$ cat src/design/dit_pkg.sv
package dit_pkg;

	// Clock and scan timing
	localparam int unsigned CLK_PERIOD_PS = 10_000;
	localparam int unsigned SCAN_UNIT_PS = 100_000_000;
	localparam int unsigned SCAN_UNIT_CYC = SCAN_UNIT_PS / CLK_PERIOD_PS;
	localparam logic [10:0] SCAN_SET_MIN = 11'h00a;
	localparam logic [10:0] SCAN_SET_MAX = 11'h7d0;
	localparam logic [10:0] SCAN_SET_RST = 11'h00a;

	// Ramp floor in units of 0.1 s (20 s)
	localparam logic [15:0] RAMP_MIN_DS = 16'h00c8;

	// Two-terminal modes
	localparam logic [1:0] MODE_FWD_REV = 2'h0;
	localparam logic [1:0] MODE_RUN_DIR = 2'h1;
	localparam logic [1:0] MODE_3WIRE = 2'h2;

	// Control source and frequency source codes
	localparam logic [3:0] RUN_SRC_TERMINAL = 4'h1;
	localparam logic [3:0] FREQ_SRC_UPDOWN = 4'h8;

	// Multifunction codes
	localparam logic [3:0] FN_NONE = 4'h0;
	localparam logic [3:0] FN_FAULT = 4'h1;
	localparam logic [3:0] FN_RESET = 4'h2;
	localparam logic [3:0] FN_COAST = 4'h3;
	localparam logic [3:0] FN_UP = 4'h4;
	localparam logic [3:0] FN_DOWN = 4'h5;
	localparam logic [3:0] FN_STAGE0 = 4'h6;
	localparam logic [3:0] FN_STAGE1 = 4'h7;
	localparam logic [3:0] FN_STAGE2 = 4'h8;
	localparam logic [3:0] FN_STAGE3 = 4'h9;
	localparam logic [3:0] FN_JOG = 4'ha;
	localparam logic [3:0] FN_AUTO = 4'hb;
	localparam logic [3:0] FN_PAUSE = 4'hc;
	localparam logic [3:0] FN_PID = 4'hd;
	localparam logic [3:0] FN_ANALOG1 = 4'he;
	localparam logic [3:0] FN_FIELDBUS = 4'hf;
	localparam logic [3:0] FN_MAX_3TO7 = 4'he;

	// Reset values of the input3..input8 functions
	localparam logic [3:0] IN3_FN_RST = 4'h1;
	localparam logic [3:0] IN4_FN_RST = 4'h2;
	localparam logic [3:0] IN5_FN_RST = 4'h6;
	localparam logic [3:0] IN6_FN_RST = 4'h7;
	localparam logic [3:0] IN7_FN_RST = 4'ha;
	localparam logic [3:0] IN8_FN_RST = 4'h3;

	typedef enum logic [2:0] {
		SRC_AUTO,
		SRC_JOG,
		SRC_ANALOG1,
		SRC_STAGE,
		SRC_CONFIG
	} dit_src_t;

endpackage

$ cat src/design/dit_scan_filter.sv
module dit_scan_filter (
	input wire logic core_clk_i,
	input wire logic rst_i,
	input wire logic scan_tick_i,
	input wire logic [7:0] level_i,
	output logic [7:0] level_o
);
	import dit_pkg::*;

	logic [7:0] sample_reg;
	logic [7:0] stable_reg;

	// A level is taken only when two scans in a row agree
	for (genvar i = 0; i < 8; i++) begin : g_bit
		always_ff @(posedge core_clk_i or posedge rst_i) begin
			if (rst_i) begin
				sample_reg[i] <= 1'b0;
				stable_reg[i] <= 1'b0;
			end else if (scan_tick_i) begin
				sample_reg[i] <= level_i[i];
				if (sample_reg[i] == level_i[i]) begin
					stable_reg[i] <= level_i[i];
				end
			end
		end
	end

	assign level_o = stable_reg;
endmodule

$ cat src/design/dit_decoder.sv
module dit_decoder #(
	parameter int unsigned SCAN_UNIT_CYCLES = dit_pkg::SCAN_UNIT_CYC
) (
	input wire logic core_clk_i,
	input wire logic rst_i,
	input wire logic [7:0] terminals_i,
	input wire logic [10:0] input_scan_period_i,
	input wire logic [1:0] two_terminal_mode_i,
	input wire logic [3:0] input3_function_i,
	input wire logic [3:0] input4_function_i,
	input wire logic [3:0] input5_function_i,
	input wire logic [3:0] input6_function_i,
	input wire logic [3:0] input7_function_i,
	input wire logic [3:0] input8_function_i,
	input wire logic [3:0] run_control_source_i,
	input wire logic [3:0] frequency_command_source_i,
	input wire logic [15:0] accel_time_i,
	input wire logic [15:0] decel_time_i,
	output logic [7:0] terminals_o,
	output logic run_o,
	output logic reverse_o,
	output logic fault_o,
	output logic coast_o,
	output logic output_off_o,
	output logic speed_up_o,
	output logic speed_down_o,
	output logic [15:0] ramp_time_o,
	output logic [3:0] stage_sel_o,
	output dit_pkg::dit_src_t speed_source_o,
	output logic auto_run_o,
	output logic auto_pause_o,
	output logic auto_restart_o,
	output logic pid_enable_o,
	output logic analog1_forced_o,
	output logic fieldbus_enable_o
);
	import dit_pkg::*;

	// True when any enabled multifunction input that is active carries the given code
	function automatic logic fn_hit(input logic [5:0][3:0] codes, input logic [5:0] en,
			input logic [5:0] lvl, input logic [3:0] code);
		logic hit;
		hit = 1'b0;
		for (int k = 0; k < 6; k++) begin
			if (en[k] && lvl[k] && codes[k] == code && code != FN_NONE) begin
				hit = 1'b1;
			end
		end
		return hit;
	endfunction

	logic [7:0] sync1_reg;
	logic [7:0] sync2_reg;
	logic [7:0] filt;
	logic [13:0] unit_cnt_reg;
	logic [10:0] period_cnt_reg;
	logic scan_tick_reg;
	logic [10:0] scan_set;
	logic [5:0][3:0] codes;
	logic [5:0] fn_en;
	logic f_fault, f_reset, f_coast, f_up, f_down, f_jog, f_auto, f_pause;
	logic f_pid, f_ana, f_bus;
	logic [3:0] stage_code;
	logic reset_prev_reg, auto_prev_reg, in1_prev_reg;
	logic wire3_run_reg;
	logic run_next, rev_next;
	dit_src_t src_next;

	// Two-flop synchroniser for the terminal pins
	always_ff @(posedge core_clk_i or posedge rst_i) begin
		if (rst_i) begin
			sync1_reg <= 8'h00;
			sync2_reg <= 8'h00;
		end else begin
			sync1_reg <= terminals_i;
			sync2_reg <= sync1_reg;
		end
	end

	// Setting clamped into its legal range
	always_comb begin
		if (input_scan_period_i < SCAN_SET_MIN) begin
			scan_set = SCAN_SET_MIN;
		end else if (input_scan_period_i > SCAN_SET_MAX) begin
			scan_set = SCAN_SET_MAX;
		end else begin
			scan_set = input_scan_period_i;
		end
	end

	// 0.1 ms unit divider, then a count of units per scan
	always_ff @(posedge core_clk_i or posedge rst_i) begin
		if (rst_i) begin
			unit_cnt_reg <= 14'h0000;
			period_cnt_reg <= 11'h000;
			scan_tick_reg <= 1'b0;
		end else begin
			scan_tick_reg <= 1'b0;
			if (unit_cnt_reg == 14'(SCAN_UNIT_CYCLES - 1)) begin
				unit_cnt_reg <= 14'h0000;
				if (period_cnt_reg >= scan_set - 11'h001) begin
					period_cnt_reg <= 11'h000;
					scan_tick_reg <= 1'b1;
				end else begin
					period_cnt_reg <= period_cnt_reg + 11'h001;
				end
			end else begin
				unit_cnt_reg <= unit_cnt_reg + 14'h0001;
			end
		end
	end

	dit_scan_filter u_filter (
		.core_clk_i(core_clk_i),
		.rst_i(rst_i),
		.scan_tick_i(scan_tick_reg),
		.level_i(sync2_reg),
		.level_o(filt)
	);

	// Function assignment per multifunction input
	always_comb begin
		codes[0] = input3_function_i;
		codes[1] = input4_function_i;
		codes[2] = input5_function_i;
		codes[3] = input6_function_i;
		codes[4] = input7_function_i;
		codes[5] = input8_function_i;
		for (int k = 0; k < 5; k++) begin
			fn_en[k] = codes[k] <= FN_MAX_3TO7;
		end
		fn_en[5] = 1'b1;
		if (two_terminal_mode_i == MODE_3WIRE) begin
			fn_en[0] = 1'b0;
		end
	end

	assign f_fault = fn_hit(codes, fn_en, filt[7:2], FN_FAULT);
	assign f_reset = fn_hit(codes, fn_en, filt[7:2], FN_RESET);
	assign f_coast = fn_hit(codes, fn_en, filt[7:2], FN_COAST);
	assign f_up = fn_hit(codes, fn_en, filt[7:2], FN_UP);
	assign f_down = fn_hit(codes, fn_en, filt[7:2], FN_DOWN);
	assign f_jog = fn_hit(codes, fn_en, filt[7:2], FN_JOG);
	assign f_auto = fn_hit(codes, fn_en, filt[7:2], FN_AUTO);
	assign f_pause = fn_hit(codes, fn_en, filt[7:2], FN_PAUSE);
	assign f_pid = fn_hit(codes, fn_en, filt[7:2], FN_PID);
	assign f_ana = fn_hit(codes, fn_en, filt[7:2], FN_ANALOG1);
	assign f_bus = fn_hit(codes, fn_en, filt[7:2], FN_FIELDBUS);
	assign stage_code = {fn_hit(codes, fn_en, filt[7:2], FN_STAGE3),
		fn_hit(codes, fn_en, filt[7:2], FN_STAGE2),
		fn_hit(codes, fn_en, filt[7:2], FN_STAGE1),
		fn_hit(codes, fn_en, filt[7:2], FN_STAGE0)};

	// Edge history
	always_ff @(posedge core_clk_i or posedge rst_i) begin
		if (rst_i) begin
			reset_prev_reg <= 1'b0;
			auto_prev_reg <= 1'b0;
			in1_prev_reg <= 1'b0;
		end else begin
			reset_prev_reg <= f_reset;
			auto_prev_reg <= f_auto;
			in1_prev_reg <= filt[0];
		end
	end

	// Latched fault: a new trip wins over a reset in the same cycle
	always_ff @(posedge core_clk_i or posedge rst_i) begin
		if (rst_i) begin
			fault_o <= 1'b0;
		end else if (f_fault) begin
			fault_o <= 1'b1;
		end else if (f_reset && !reset_prev_reg) begin
			fault_o <= 1'b0;
		end
	end

	// Three-wire latch: start on a closing of input one, stop on input two open
	always_ff @(posedge core_clk_i or posedge rst_i) begin
		if (rst_i) begin
			wire3_run_reg <= 1'b0;
		end else if (two_terminal_mode_i != MODE_3WIRE || !filt[1]) begin
			wire3_run_reg <= 1'b0;
		end else if (filt[0] && !in1_prev_reg) begin
			wire3_run_reg <= 1'b1;
		end
	end

	// Run and direction decode
	always_comb begin
		run_next = 1'b0;
		rev_next = 1'b0;
		unique case (two_terminal_mode_i)
			MODE_FWD_REV: begin
				run_next = filt[0] ^ filt[1];
				rev_next = filt[1] && !filt[0];
			end
			MODE_RUN_DIR: begin
				run_next = filt[0];
				rev_next = filt[1];
			end
			MODE_3WIRE: begin
				run_next = wire3_run_reg;
				rev_next = filt[2];
			end
			default: begin
				run_next = 1'b0;
				rev_next = 1'b0;
			end
		endcase
		if (run_control_source_i != RUN_SRC_TERMINAL || fault_o || f_coast) begin
			run_next = 1'b0;
		end
	end

	// Speed source priority
	always_comb begin
		if (f_auto) begin
			src_next = SRC_AUTO;
		end else if (f_jog) begin
			src_next = SRC_JOG;
		end else if (f_ana) begin
			src_next = SRC_ANALOG1;
		end else if (stage_code != 4'h0) begin
			src_next = SRC_STAGE;
		end else begin
			src_next = SRC_CONFIG;
		end
	end

	// Run, stop and output cut-off
	always_ff @(posedge core_clk_i or posedge rst_i) begin
		if (rst_i) begin
			run_o <= 1'b0;
			reverse_o <= 1'b0;
			coast_o <= 1'b0;
			output_off_o <= 1'b1;
			terminals_o <= 8'h00;
		end else begin
			run_o <= run_next;
			reverse_o <= rev_next;
			coast_o <= f_coast;
			output_off_o <= f_coast || f_fault || fault_o;
			terminals_o <= filt;
		end
	end

	// Master speed up/down with a ramp floor
	always_ff @(posedge core_clk_i or posedge rst_i) begin
		if (rst_i) begin
			speed_up_o <= 1'b0;
			speed_down_o <= 1'b0;
			ramp_time_o <= RAMP_MIN_DS;
		end else begin
			speed_up_o <= f_up && !f_down && frequency_command_source_i == FREQ_SRC_UPDOWN;
			speed_down_o <= f_down && !f_up && frequency_command_source_i == FREQ_SRC_UPDOWN;
			if (f_down && !f_up) begin
				ramp_time_o <= (decel_time_i < RAMP_MIN_DS) ? RAMP_MIN_DS : decel_time_i;
			end else begin
				ramp_time_o <= (accel_time_i < RAMP_MIN_DS) ? RAMP_MIN_DS : accel_time_i;
			end
		end
	end

	// Speed selection, auto sequence and auxiliary enables
	always_ff @(posedge core_clk_i or posedge rst_i) begin
		if (rst_i) begin
			speed_source_o <= SRC_CONFIG;
			stage_sel_o <= 4'h0;
			auto_run_o <= 1'b0;
			auto_pause_o <= 1'b0;
			auto_restart_o <= 1'b0;
			pid_enable_o <= 1'b0;
			analog1_forced_o <= 1'b0;
			fieldbus_enable_o <= 1'b0;
		end else begin
			speed_source_o <= src_next;
			stage_sel_o <= stage_code;
			auto_run_o <= f_auto;
			auto_pause_o <= f_auto && f_pause;
			auto_restart_o <= f_auto && !auto_prev_reg;
			pid_enable_o <= f_pid;
			analog1_forced_o <= f_ana;
			fieldbus_enable_o <= f_bus;
		end
	end
endmodule

$ cat config.mk
export PLATFORM = sky130hd
export DESIGN_NAME = dit_decoder
export DESIGN_NICKNAME = d
export VERILOG_FILES = /design/src/design/dit_pkg.sv /design/src/design/dit_scan_filter.sv /design/src/design/dit_decoder.sv
export SDC_FILE = /design/constraint.sdc
export NUM_CORES = 1
export LEC_CHECK = 0
export ABC_AREA = 1
export BUFFER_PORTS_ARGS = -buffer_cell sky130_fd_sc_hd__buf_2
export CORE_MARGIN = 10
export CORE_UTILIZATION = 51
export CTS_CLUSTER_SIZE = 28
export DETAILED_ROUTE_END_ITERATION = 10
export HOLD_SLACK_MARGIN = 0.15
export PLACE_DENSITY = 0.76
export SETUP_SLACK_MARGIN = 0.3
export SLEW_MARGIN = 20
export SYNTH_ARGS = -nofsm -noshare
export SYNTH_HDL_FRONTEND = slang
export SYNTH_SLANG_ARGS = --single-unit
$ cat constraint.sdc
create_clock -name core_clk_i -period 7.88 [get_ports core_clk_i]
set_input_delay 1.182 -clock core_clk_i [delete_from_list [all_inputs] [get_ports core_clk_i]]
set_output_delay 1.182 -clock core_clk_i [all_outputs]
set_load 0.05 [all_outputs]
==> results of run 1 <==
[final timing paths]
kind / slack (ns) / startpoint / to / cells after the start
setup / recovery: 4.39 / input_scan_period_i[9] / period_cnt_reg[4]$_DFFE_PP0N_ / 23
hold / removal: 0.35 / sync1_reg[0]$_DFF_PP0_ / sync2_reg[0]$_DFF_PP0_ / 0
setup reg to reg: 6.08 / period_cnt_reg[2]$_DFFE_PP0N_ / period_cnt_reg[4]$_DFFE_PP0N_ / 8
hold reg to reg: 0.35 / sync1_reg[0]$_DFF_PP0_ / sync2_reg[0]$_DFF_PP0_ / 0
max in group asynchronous: 5.91 / rst_i / output_off_o$_DFF_PP1_ / 3
min in group asynchronous: 0.94 / rst_i / ramp_time_o[15]$_DFF_PP0_ / 2
[worst max-delay path, stage by stage]
cell,delay [ns]
buf_2,0.09
inv_1,0.07
nor3_2,0.23
nand2_2,0.15
nand2_2,0.08
nand2_2,0.06
inv_1,0.06
ha_1,0.19
nand2_2,0.08
nor2_4,0.14
nand2_2,0.08
nand2_1,0.06
nand2_1,0.05
ha_1,0.29
nand2_1,0.06
nor2_1,0.13
nand3_1,0.08
nor2_1,0.09
nand2_1,0.05
nand4_1,0.15
inv_1,0.14
nor2_4,0.15
nor2_1,0.06
[metrics by stage]
step	utilization (%)	cells	area (µm²)	power, mW
finish	62.4	1011	6860	1.11
global route	62.4	1011	6860	1.16
CTS	62.4	1011	6860	1.12
detailed placement	59.6	995	6550	0.674
global placement	59.6	995	6550	0.672
floorplan	-	733	5780	0.625
[layer usage]
layer / vias to the layer above / part of all wire, %
met1: 2402 / 44
met3: 15 / 6.5
met4: 0 / 1.3
met5: - / 0
li1: 2644 / -
met2: 159 / 48
[final cells by class]
cell class,count,share of cell area (%)
inverter,97,5.35
timing repair buffer,131,9.60
tap,140,2.56
sequential,104,38.1
multi-input combinational,523,39.9
clock buffer,9,3.29
clock inverter,7,1.22
[kinds of logic (layout without fill, tap and decap cells)]
| kind of cell | count (synthesis) | in the layout |
|---|---|---|
| compound gates | 81 | 81 |
| xor+xnor | 15 | 15 |
| fa+ha+maj | 15 | 15 |
| buf+inv | 106 | 244 |
| flops | 104 | 104 |
| simple gates | 412 | 412 |
[power by group]
part / internal (mW) / leakage (nW) / total, mW / switching [mW]
clock: 0.227 / 0.150 / 0.447 / 0.220
sequential: 0.543 / 1.30 / 0.546 / 0.00322
combinational: 0.0376 / 2.20 / 0.117 / 0.0796
[placed cells by master (no fill, tap or decap), types with 5 or more instances in the layout]
cell type	count
dfstp_2	5
a21oi_1	13
nand2_1	144
inv_2	5
buf_2	130
o21ai_1	6
nand2_2	8
inv_1	91
nor2_2	9
dfrtp_1	99
nor2_4	6
ha_1	15
clkbuf_16	9
nor2_1	135
xor2_1	11
nand3_1	53
o21ai_2	14
o21ai_0	28
nor3_1	18
o211ai_1	8
nand4_1	16
==> flow_metrics.tcl, run 1 <==
set metrics [dict create \
    antenna_found_initial 0 \
    min_path_type "register to register" \
    multiInputGateArea_mm2 0.00274 \
    post-synth-top-count-cell "nand2_1" \
    grtUsageMet1_pct 23.2 \
    synth-edff-count 0 \
    arrival_ns 3.73 \
    cp-start-kind "input port" \
    power.leakage_nw 3.65 \
    cts_made_buffers 9 \
    cts_resized 0 \
    worst_setup_path_end_kind "register" \
    clockRootBuffer "clkbuf_16" \
    num_vias 5220 \
    coreArea_mm2 0.0110 \
    insertion_delay_ns 0.35 \
    largest_reg_flops 16 \
    rsz0062_at_grt "no" \
    ys_top_cells_by_area "dfrtp_1, nand2_1, nor2_1, inv_1, nand3_1" \
    fin_nets 968 \
    synthesis.nets 835 \
    synthMuxAreaShare_pct 0 \
    grt-ovfl-total 0 \
    fin_crit_ns 3.49 \
    clk_pin_slew_worst_paths_ns 0.08 \
    setup_tns_ns 0 \
    drive_gt1_share_pct 23.9 \
    wl_per_cell_um 14.4 \
    synth_common_cells "nand2_1, nor2_1, dfrtp_1" \
    post_cts.repair.setup_buffers 0 \
    drv_cap 0 \
    rows 38 \
    grt_most_used_layer "met2" \
    routed_wl_um 14500 \
    grt_max_degree 59 \
    synth_top_area_share_pct 42.9 \
    skew_ns 0.00518 \
    vdd_ir_drop_max_uv 134 \
    num_antenna_cells 0 \
    cts_hold_buffers 0 \
    max_freq_mhz 286 \
    final_max_slew_viol_count 0 \
    area.growth.synth_to_final_pct 18.7 \
    grt_usage_pct 18.5 \
    cts_sinks 104 \
    final_antenna_net_count 0 \
    placement.io_buffers 130 \
    synth-simple-area-share_pct 33.1 \
    syn-mean-instance-area_um2 7.88 \
    dr.pass1.iters 5 \
    power_density_mw_per_mm2 162 \
    crit_fanout 8 \
    grt_pass1_wl_um 24700 \
    pre_cts_ws_ns 4.00 \
    fillers 970 \
    grt_pass1_vias 5182 \
    synth_top_family_by_area "simple AND/OR/NAND/NOR gates" \
    cts_tree "done" \
    drc 0 \
    dpl.hpwl_um 11800 \
    post-route-period-util_pct 44.3 \
    setup-violations-final 0 \
    ioPinCount 131 \
    syn_inst 733 \
    drt_iter0_markers 465 \
    htree_levels 3 \
    final-hold-violation-count 0 \
    netlist_area_mm2 0.00578 \
    slew_headroom_pct 53.8 \
    die_area_mm2 0.0160 \
    async_reset_ff_share_pct 100 \
    timing.hold.ws_ns 0.349 \
    synth_cell_types 42 \
    start_util_pct 52.6 \
    fp.dieW_um 126 \
    ys_warn_count 0 \
    path_class "input port to register" \
    yosysSeqAreaShare_pct 45.2 \
    yosysTopAreaCell "dfrtp_1" \
    cts_max_path_buffers 2 \
    finalWorstSetupSlack_ns 4.39 \
    grtUsageMet2_pct 30.5 \
    required_ns 8.12 \
    ys.flop_type "dfrtp_1" \
    globalRouteMet3Util_pct 5.16 \
    place_congestion 0.938 \
    die_h_um 126 \
    synth-compound-area-share_pct 8.77 \
    worst_pin_slew_ns 0.693 \
    synth-seq-cells 104 \
    regArea_mm2 0.00261 \
    synth_xor_area_share_pct 2.27 \
    synthAdderAreaFrac_pct 3.25 \
    vias_per_cell 5.16 \
    status "finished, final reports clean" \
]
Note: power is estimated with default switching activity, not from simulation.
==> inputs of run 2 (changes only) <==
clock period = 3.3 ns   (was 7.88 ns; I/O delays follow)
==> run 2 against run 1 <==
- power increased by 140%
- die area unchanged
- sequential cell count unchanged
- wire length increased by 1.9%
- register-to-register slack got worse by 4.5 ns
- critical endpoint is now period_cnt_reg[8]$_DFFE_PP0N_
==> flow_metrics.tcl, run 2 (synthesized netlist as in run 1, its figures left out) <==
set metrics [dict create \
    placement.io_buffers 130 \
    place_congestion 0.969 \
    cts_sinks 104 \
    path_class "input port to register" \
    max_freq_mhz 360 \
    cts_max_path_buffers 2 \
    worst-path-buf-inv 4 \
    coreArea_mm2 0.0110 \
    rows 38 \
    grt_max_degree 56 \
    die_h_um 126 \
    vias_per_cell 5.17 \
    power_density_mw_per_mm2 389 \
    min_path_type "input port to register" \
    largest_reg_flops 16 \
    grt_usage_pct 18.5 \
    dr.pass1.iters 5 \
    slowest_delay_ns 0.29 \
    post-route-period-util_pct 84.1 \
    insertion_delay_ns 0.35 \
    wl_per_cell_um 14.6 \
    mostFrequentLayoutCell "nand2_1" \
    worst_pin_slew_ns 0.681 \
    routed_wl_um 14800 \
    drv_cap 0 \
    grt-ovfl-total 0 \
    die_area_mm2 0.0160 \
    status "finished, final reports clean" \
    fp.dieW_um 126 \
    htree_levels 3 \
    crit_fanout 8 \
    grt_pass1_wl_um 24800 \
    rsz0062_at_grt "no" \
    fin_nets 975 \
    drive_gt1_share_pct 25.3 \
    start_util_pct 52.6 \
    final_max_slew_viol_count 0 \
    clk_pin_slew_worst_paths_ns 0.07 \
    slew_headroom_pct 54.6 \
    grt_pass1_vias 5206 \
    vdd_ir_drop_max_uv 359 \
    slowest_stage "ha_1" \
    ioPinCount 131 \
    setup-violations-final 0 \
    timing.hold.ws_ns 0.245 \
    required_ns 3.59 \
    fin_crit_ns 2.78 \
    power.leakage_nw 3.68 \
    pre_cts_ws_ns 0.117 \
    setup_tns_ns 0 \
    dpl.cell_count 996 \
    skew_ns 0.00869 \
    final_antenna_net_count 0 \
    drc 0 \
    cp-start-kind "input port" \
    dpl.hpwl_um 11600 \
    drt_iter0_markers 406 \
    mostFrequentLayoutCells "nand2_1, nor2_1, buf_2" \
    clockRootBuffer "clkbuf_16" \
    cp_cell_sequence "buf_2, nand3_2, nor3_4, nand2_2, nand2_2, nand2_2, inv_2, ha_2, nand2_2, nor2_4, buf_4, nand2_1, nand2_1, nand2_1, ha_1, a21oi_1, o21a_1, nand4_1, buf_4, nor2_1, nand2_1, nand2_1" \
    finalWorstSetupSlack_ns 0.525 \
    num_antenna_cells 0 \
    antenna_found_initial 0 \
    final-hold-violation-count 0 \
    area.growth.synth_to_final_pct 20.4 \
    fin_cells 1018 \
    num_vias 5266 \
    cts_made_buffers 9 \
    fillers 929 \
    worst_setup_path_end_kind "register" \
    cpLargestDelayFamily "simple AND/OR/NAND/NOR gates" \
    cts_tree "done" \
    arrival_ns 3.07 \
    cp_common_cell "nand2_1" \
]
run 2: area by class of cell:
type | instances | area, µm² | share of cell area, %
multi-input cells | 523 | 2780 | 39.9
flip-flops and latches | 104 | 2610 | 37.5
inverters | 97 | 368 | 5.29
clock buffers | 9 | 225 | 3.24
repair buffers | 138 | 717 | 10.3
clock inverters | 7 | 87.6 | 1.26
well taps | 140 | 175 | 2.52
run 2: worst paths after layout:
| check | start | endpoint | slack, ns | cells past startpoint |
|---|---|---|---|---|
| setup / recovery | input_scan_period_i[7] | period_cnt_reg[8]$_DFFE_PP0N_ | 0.52 | 22 |
| hold / removal | terminals_i[2] | sync1_reg[2]$_DFF_PP0_ | 0.25 | 1 |
| setup reg to reg | u_filter.level_o[6]$_DFFE_PP0P_ | ramp_time_o[3]$_DFF_PP1_ | 1.55 | 8 |
| hold reg to reg | sync1_reg[3]$_DFF_PP0_ | sync2_reg[3]$_DFF_PP0_ | 0.35 | 0 |
| max in group asynchronous | rst_i | terminals_o[4]$_DFF_PP0_ | 1.72 | 4 |
| min in group asynchronous | rst_i | unit_cnt_reg[8]$_DFF_PP0_ | 0.64 | 3 |
run 2: layer usage:
metal	track usage, %	share of wire (%)
met2	30.9	48
met4	4.69	0.99
met5	0	0
met1	22.9	43
met3	5.33	7.4
run 2: repair_timing:
action,in CTS,in global routing
setup buffers,0,5
endpoints found under the hold margin,11,0
resized for setup,0,11
setup endpoints to repair,0,8
hold buffers,1,0
run 2: power breakdown:
part / internal [mW] / total (mW) / switching [mW]
Combinational: 0.0964 / 0.291 / 0.194
Clock: 0.606 / 1.11 / 0.509
Sequential: 1.30 / 1.30 / 0.00753
run 2: metrics by stage:
step	total power, mW	utilization [%]	instance area (µm²)
5_1_grt	2.83	63.4	6960
4_1_cts	2.73	62.6	6880
3_5_place_dp	1.61	59.7	6560
2_1_floorplan	1.49	-	5780
6_report	2.71	63.4	6960
3_3_place_gp	1.61	59.7	6560
==> inputs of run 3 (changes only) <==
CORE_UTILIZATION = 49   (was 51)
clock period = 2.3 ns   (was 3.3 ns; I/O delays follow)
==> run 3 against run 2 <==
- the run now ends with setup timing left
- critical path depth rose by 1
- count of clock-buffer cells in the layout did not move
- largest power group unchanged
- highest routed layer unchanged
- design area rose by 8.7%
- non-clock buffer count rose by 37
- via count rose by 5.0%
- first-iteration DRC count rose by 38%
- register-to-register slack got worse by 1.1 ns
==> flow_metrics.tcl, run 3 (synthesized netlist as in run 1, its figures left out) <==
set metrics [dict create \
    largest_reg_flops 16 \
    fin_nets 1012 \
    vdd_ir_drop_max_uv 401 \
    finalWorstSetupSlack_ns -0.207 \
    place_congestion 0.975 \
    worst_pin_slew_ns 0.646 \
    slowest_stage "ha_4" \
    power_density_mw_per_mm2 524 \
    cts_max_path_buffers 2 \
    ioPinCount 131 \
    arrival_ns 2.75 \
    slowest_delay_ns 0.31 \
    required_ns 2.54 \
    worst_setup_path_end_kind "register" \
    routed_wl_um 16400 \
    insertion_delay_ns 0.35 \
    fillers 954 \
    cp_common_cell "nand2_1" \
    post-route-period-util_pct 109 \
    fin_crit_ns 2.51 \
    cp_cell_sequence "buf_4, nor2_2, nand2_1, nand2_1, nand2_1, nand2_2, buf_6, nand4_1, inv_2, nand2_1, o21ai_1, nand2_1, ha_4, nand2_4, nor2_4, nand3_2, nor2_2, nand2_1, nand4_1, buf_4, nor2_4, nand2_1, nand2_1" \
    grt_max_degree 105 \
    cp-start-kind "input port" \
    htree_levels 3 \
    fin_cells 1059 \
    wl_per_cell_um 15.5 \
    power.leakage_nw 3.91 \
    dpl.cell_count 1020 \
    status "finished with violations" \
    violations "setup timing" \
    fp.dieW_um 129 \
    p_total_mw 3.96 \
    clockRootBuffer "clkbuf_16" \
    final_max_slew_viol_count 0 \
    slew_headroom_pct 56.5 \
    dpl.hpwl_um 11600 \
    cts_tree "done" \
    grt_pass1_wl_um 24900 \
    coreArea_mm2 0.0115 \
    rows 39 \
    multiInputGateArea_mm2 0.00299 \
    cts_made_buffers 9 \
    area.growth.synth_to_final_pct 30.9 \
    timing.hold.ws_ns 0.118 \
    mostFrequentLayoutCell "nand2_1" \
    rsz0062_at_grt "yes" \
    grt-ovfl-total 0 \
    path_class "input port to register" \
    vias_per_cell 5.22 \
    final-hold-violation-count 0 \
    min_path_type "input port to async pin" \
    crit_fanout 5 \
    grt_pass1_vias 5322 \
    skew_ns 0.00691 \
    die_area_mm2 0.0165 \
    drive_gt1_share_pct 32.0 \
    drc 0 \
    regArea_mm2 0.00261 \
    final_antenna_net_count 0 \
    post-route-util_pct 65.9 \
    drt_iter0_markers 561 \
    max_freq_mhz 399 \
    drv_cap 0 \
    mostFrequentLayoutCells "nand2_1, nor2_1, buf_2" \
    num_vias 5531 \
    grt_usage_pct 18.5 \
    start_util_pct 50.4 \
    cts_sinks 104 \
    antenna_found_initial 0 \
    placement.io_buffers 130 \
    setup-violations-final 12 \
    clk_pin_slew_worst_paths_ns 0.07 \
    die_h_um 129 \
    dr.pass1.iters 6 \
]
run 3: worst paths after layout:
path	startpoint	to	cells past startpoint	slack, ns
max in group asynchronous	rst_i	speed_source_o[2]$_DFF_PP1_	3	1.74
setup reg to reg	period_cnt_reg[2]$_DFFE_PP0N_	period_cnt_reg[5]$_DFFE_PP0N_	9	0.48
hold / removal	rst_i	ramp_time_o[0]$_DFF_PP0_	3	0.12
setup / recovery	input_scan_period_i[2]	period_cnt_reg[5]$_DFFE_PP0N_	23	-0.21
hold reg to reg	sync1_reg[4]$_DFF_PP0_	sync2_reg[4]$_DFF_PP0_	0	0.35
min in group core_clk_i	accel_time_i[15]	ramp_time_o[15]$_DFF_PP0_	3	0.22
run 3: layer usage:
layer	GRT usage (%)	up-vias	wire length (µm)
met5	0	-	0
met4	8.19	0	479
met3	3.90	44	1140
met2	30.5	219	8090
met1	22.8	2538	6710
li1	-	2730	-
run 3: critical path: cells and delay by family:
kind / cells / cell delay, ns
fa+ha+maj: 1 / 0.31
compound gates: 1 / 0.10
simple gates: 17 / 1.44
buf+inv: 4 / 0.56
run 3: what timing repair did:
action / 4_1_cts / 5_1_grt
endpoints found under the hold margin: 8 / 0
endpoints found under the setup margin: 12 / 12
resized for setup: 28 / 47
pin swaps: 24 / 26
buffers inserted: 8 / 6
hold buffers: 8 / 0
run 3: final cells by class:
type / count / share of cell area, %
Antenna cell: 1 / 0.0331
Clock buffer: 9 / 2.98
Clock inverter: 7 / 1.03
Inverter: 97 / 5.10
Multi-Input combinational cell: 523 / 39.5
Sequential cell: 104 / 34.5
Tap cell: 143 / 2.37
Timing Repair Buffer: 175 / 14.5
run 3: metrics by stage:
stage | TNS, ns | cell area [µm²] | setup slack (ns)
2_1_floorplan | -1.80 | 5830 | -0.202
3_3_place_gp | -4.54 | 6780 | -0.417
3_5_place_dp | -5.89 | 6780 | -0.536
4_1_cts | -1.42 | 7300 | -0.159
5_1_grt | -3.89 | 7560 | -0.369
6_report | -1.97 | 7560 | -0.207
run 3: report_power, final:
| part | switching [mW] | leakage, nW | total, mW | internal [mW] |
|---|---|---|---|---|
| logic | 0.330 | 2.45 | 0.545 | 0.215 |
| clock network | 0.692 | 0.152 | 1.55 | 0.855 |
| registers | 0.0118 | 1.30 | 1.87 | 1.86 |
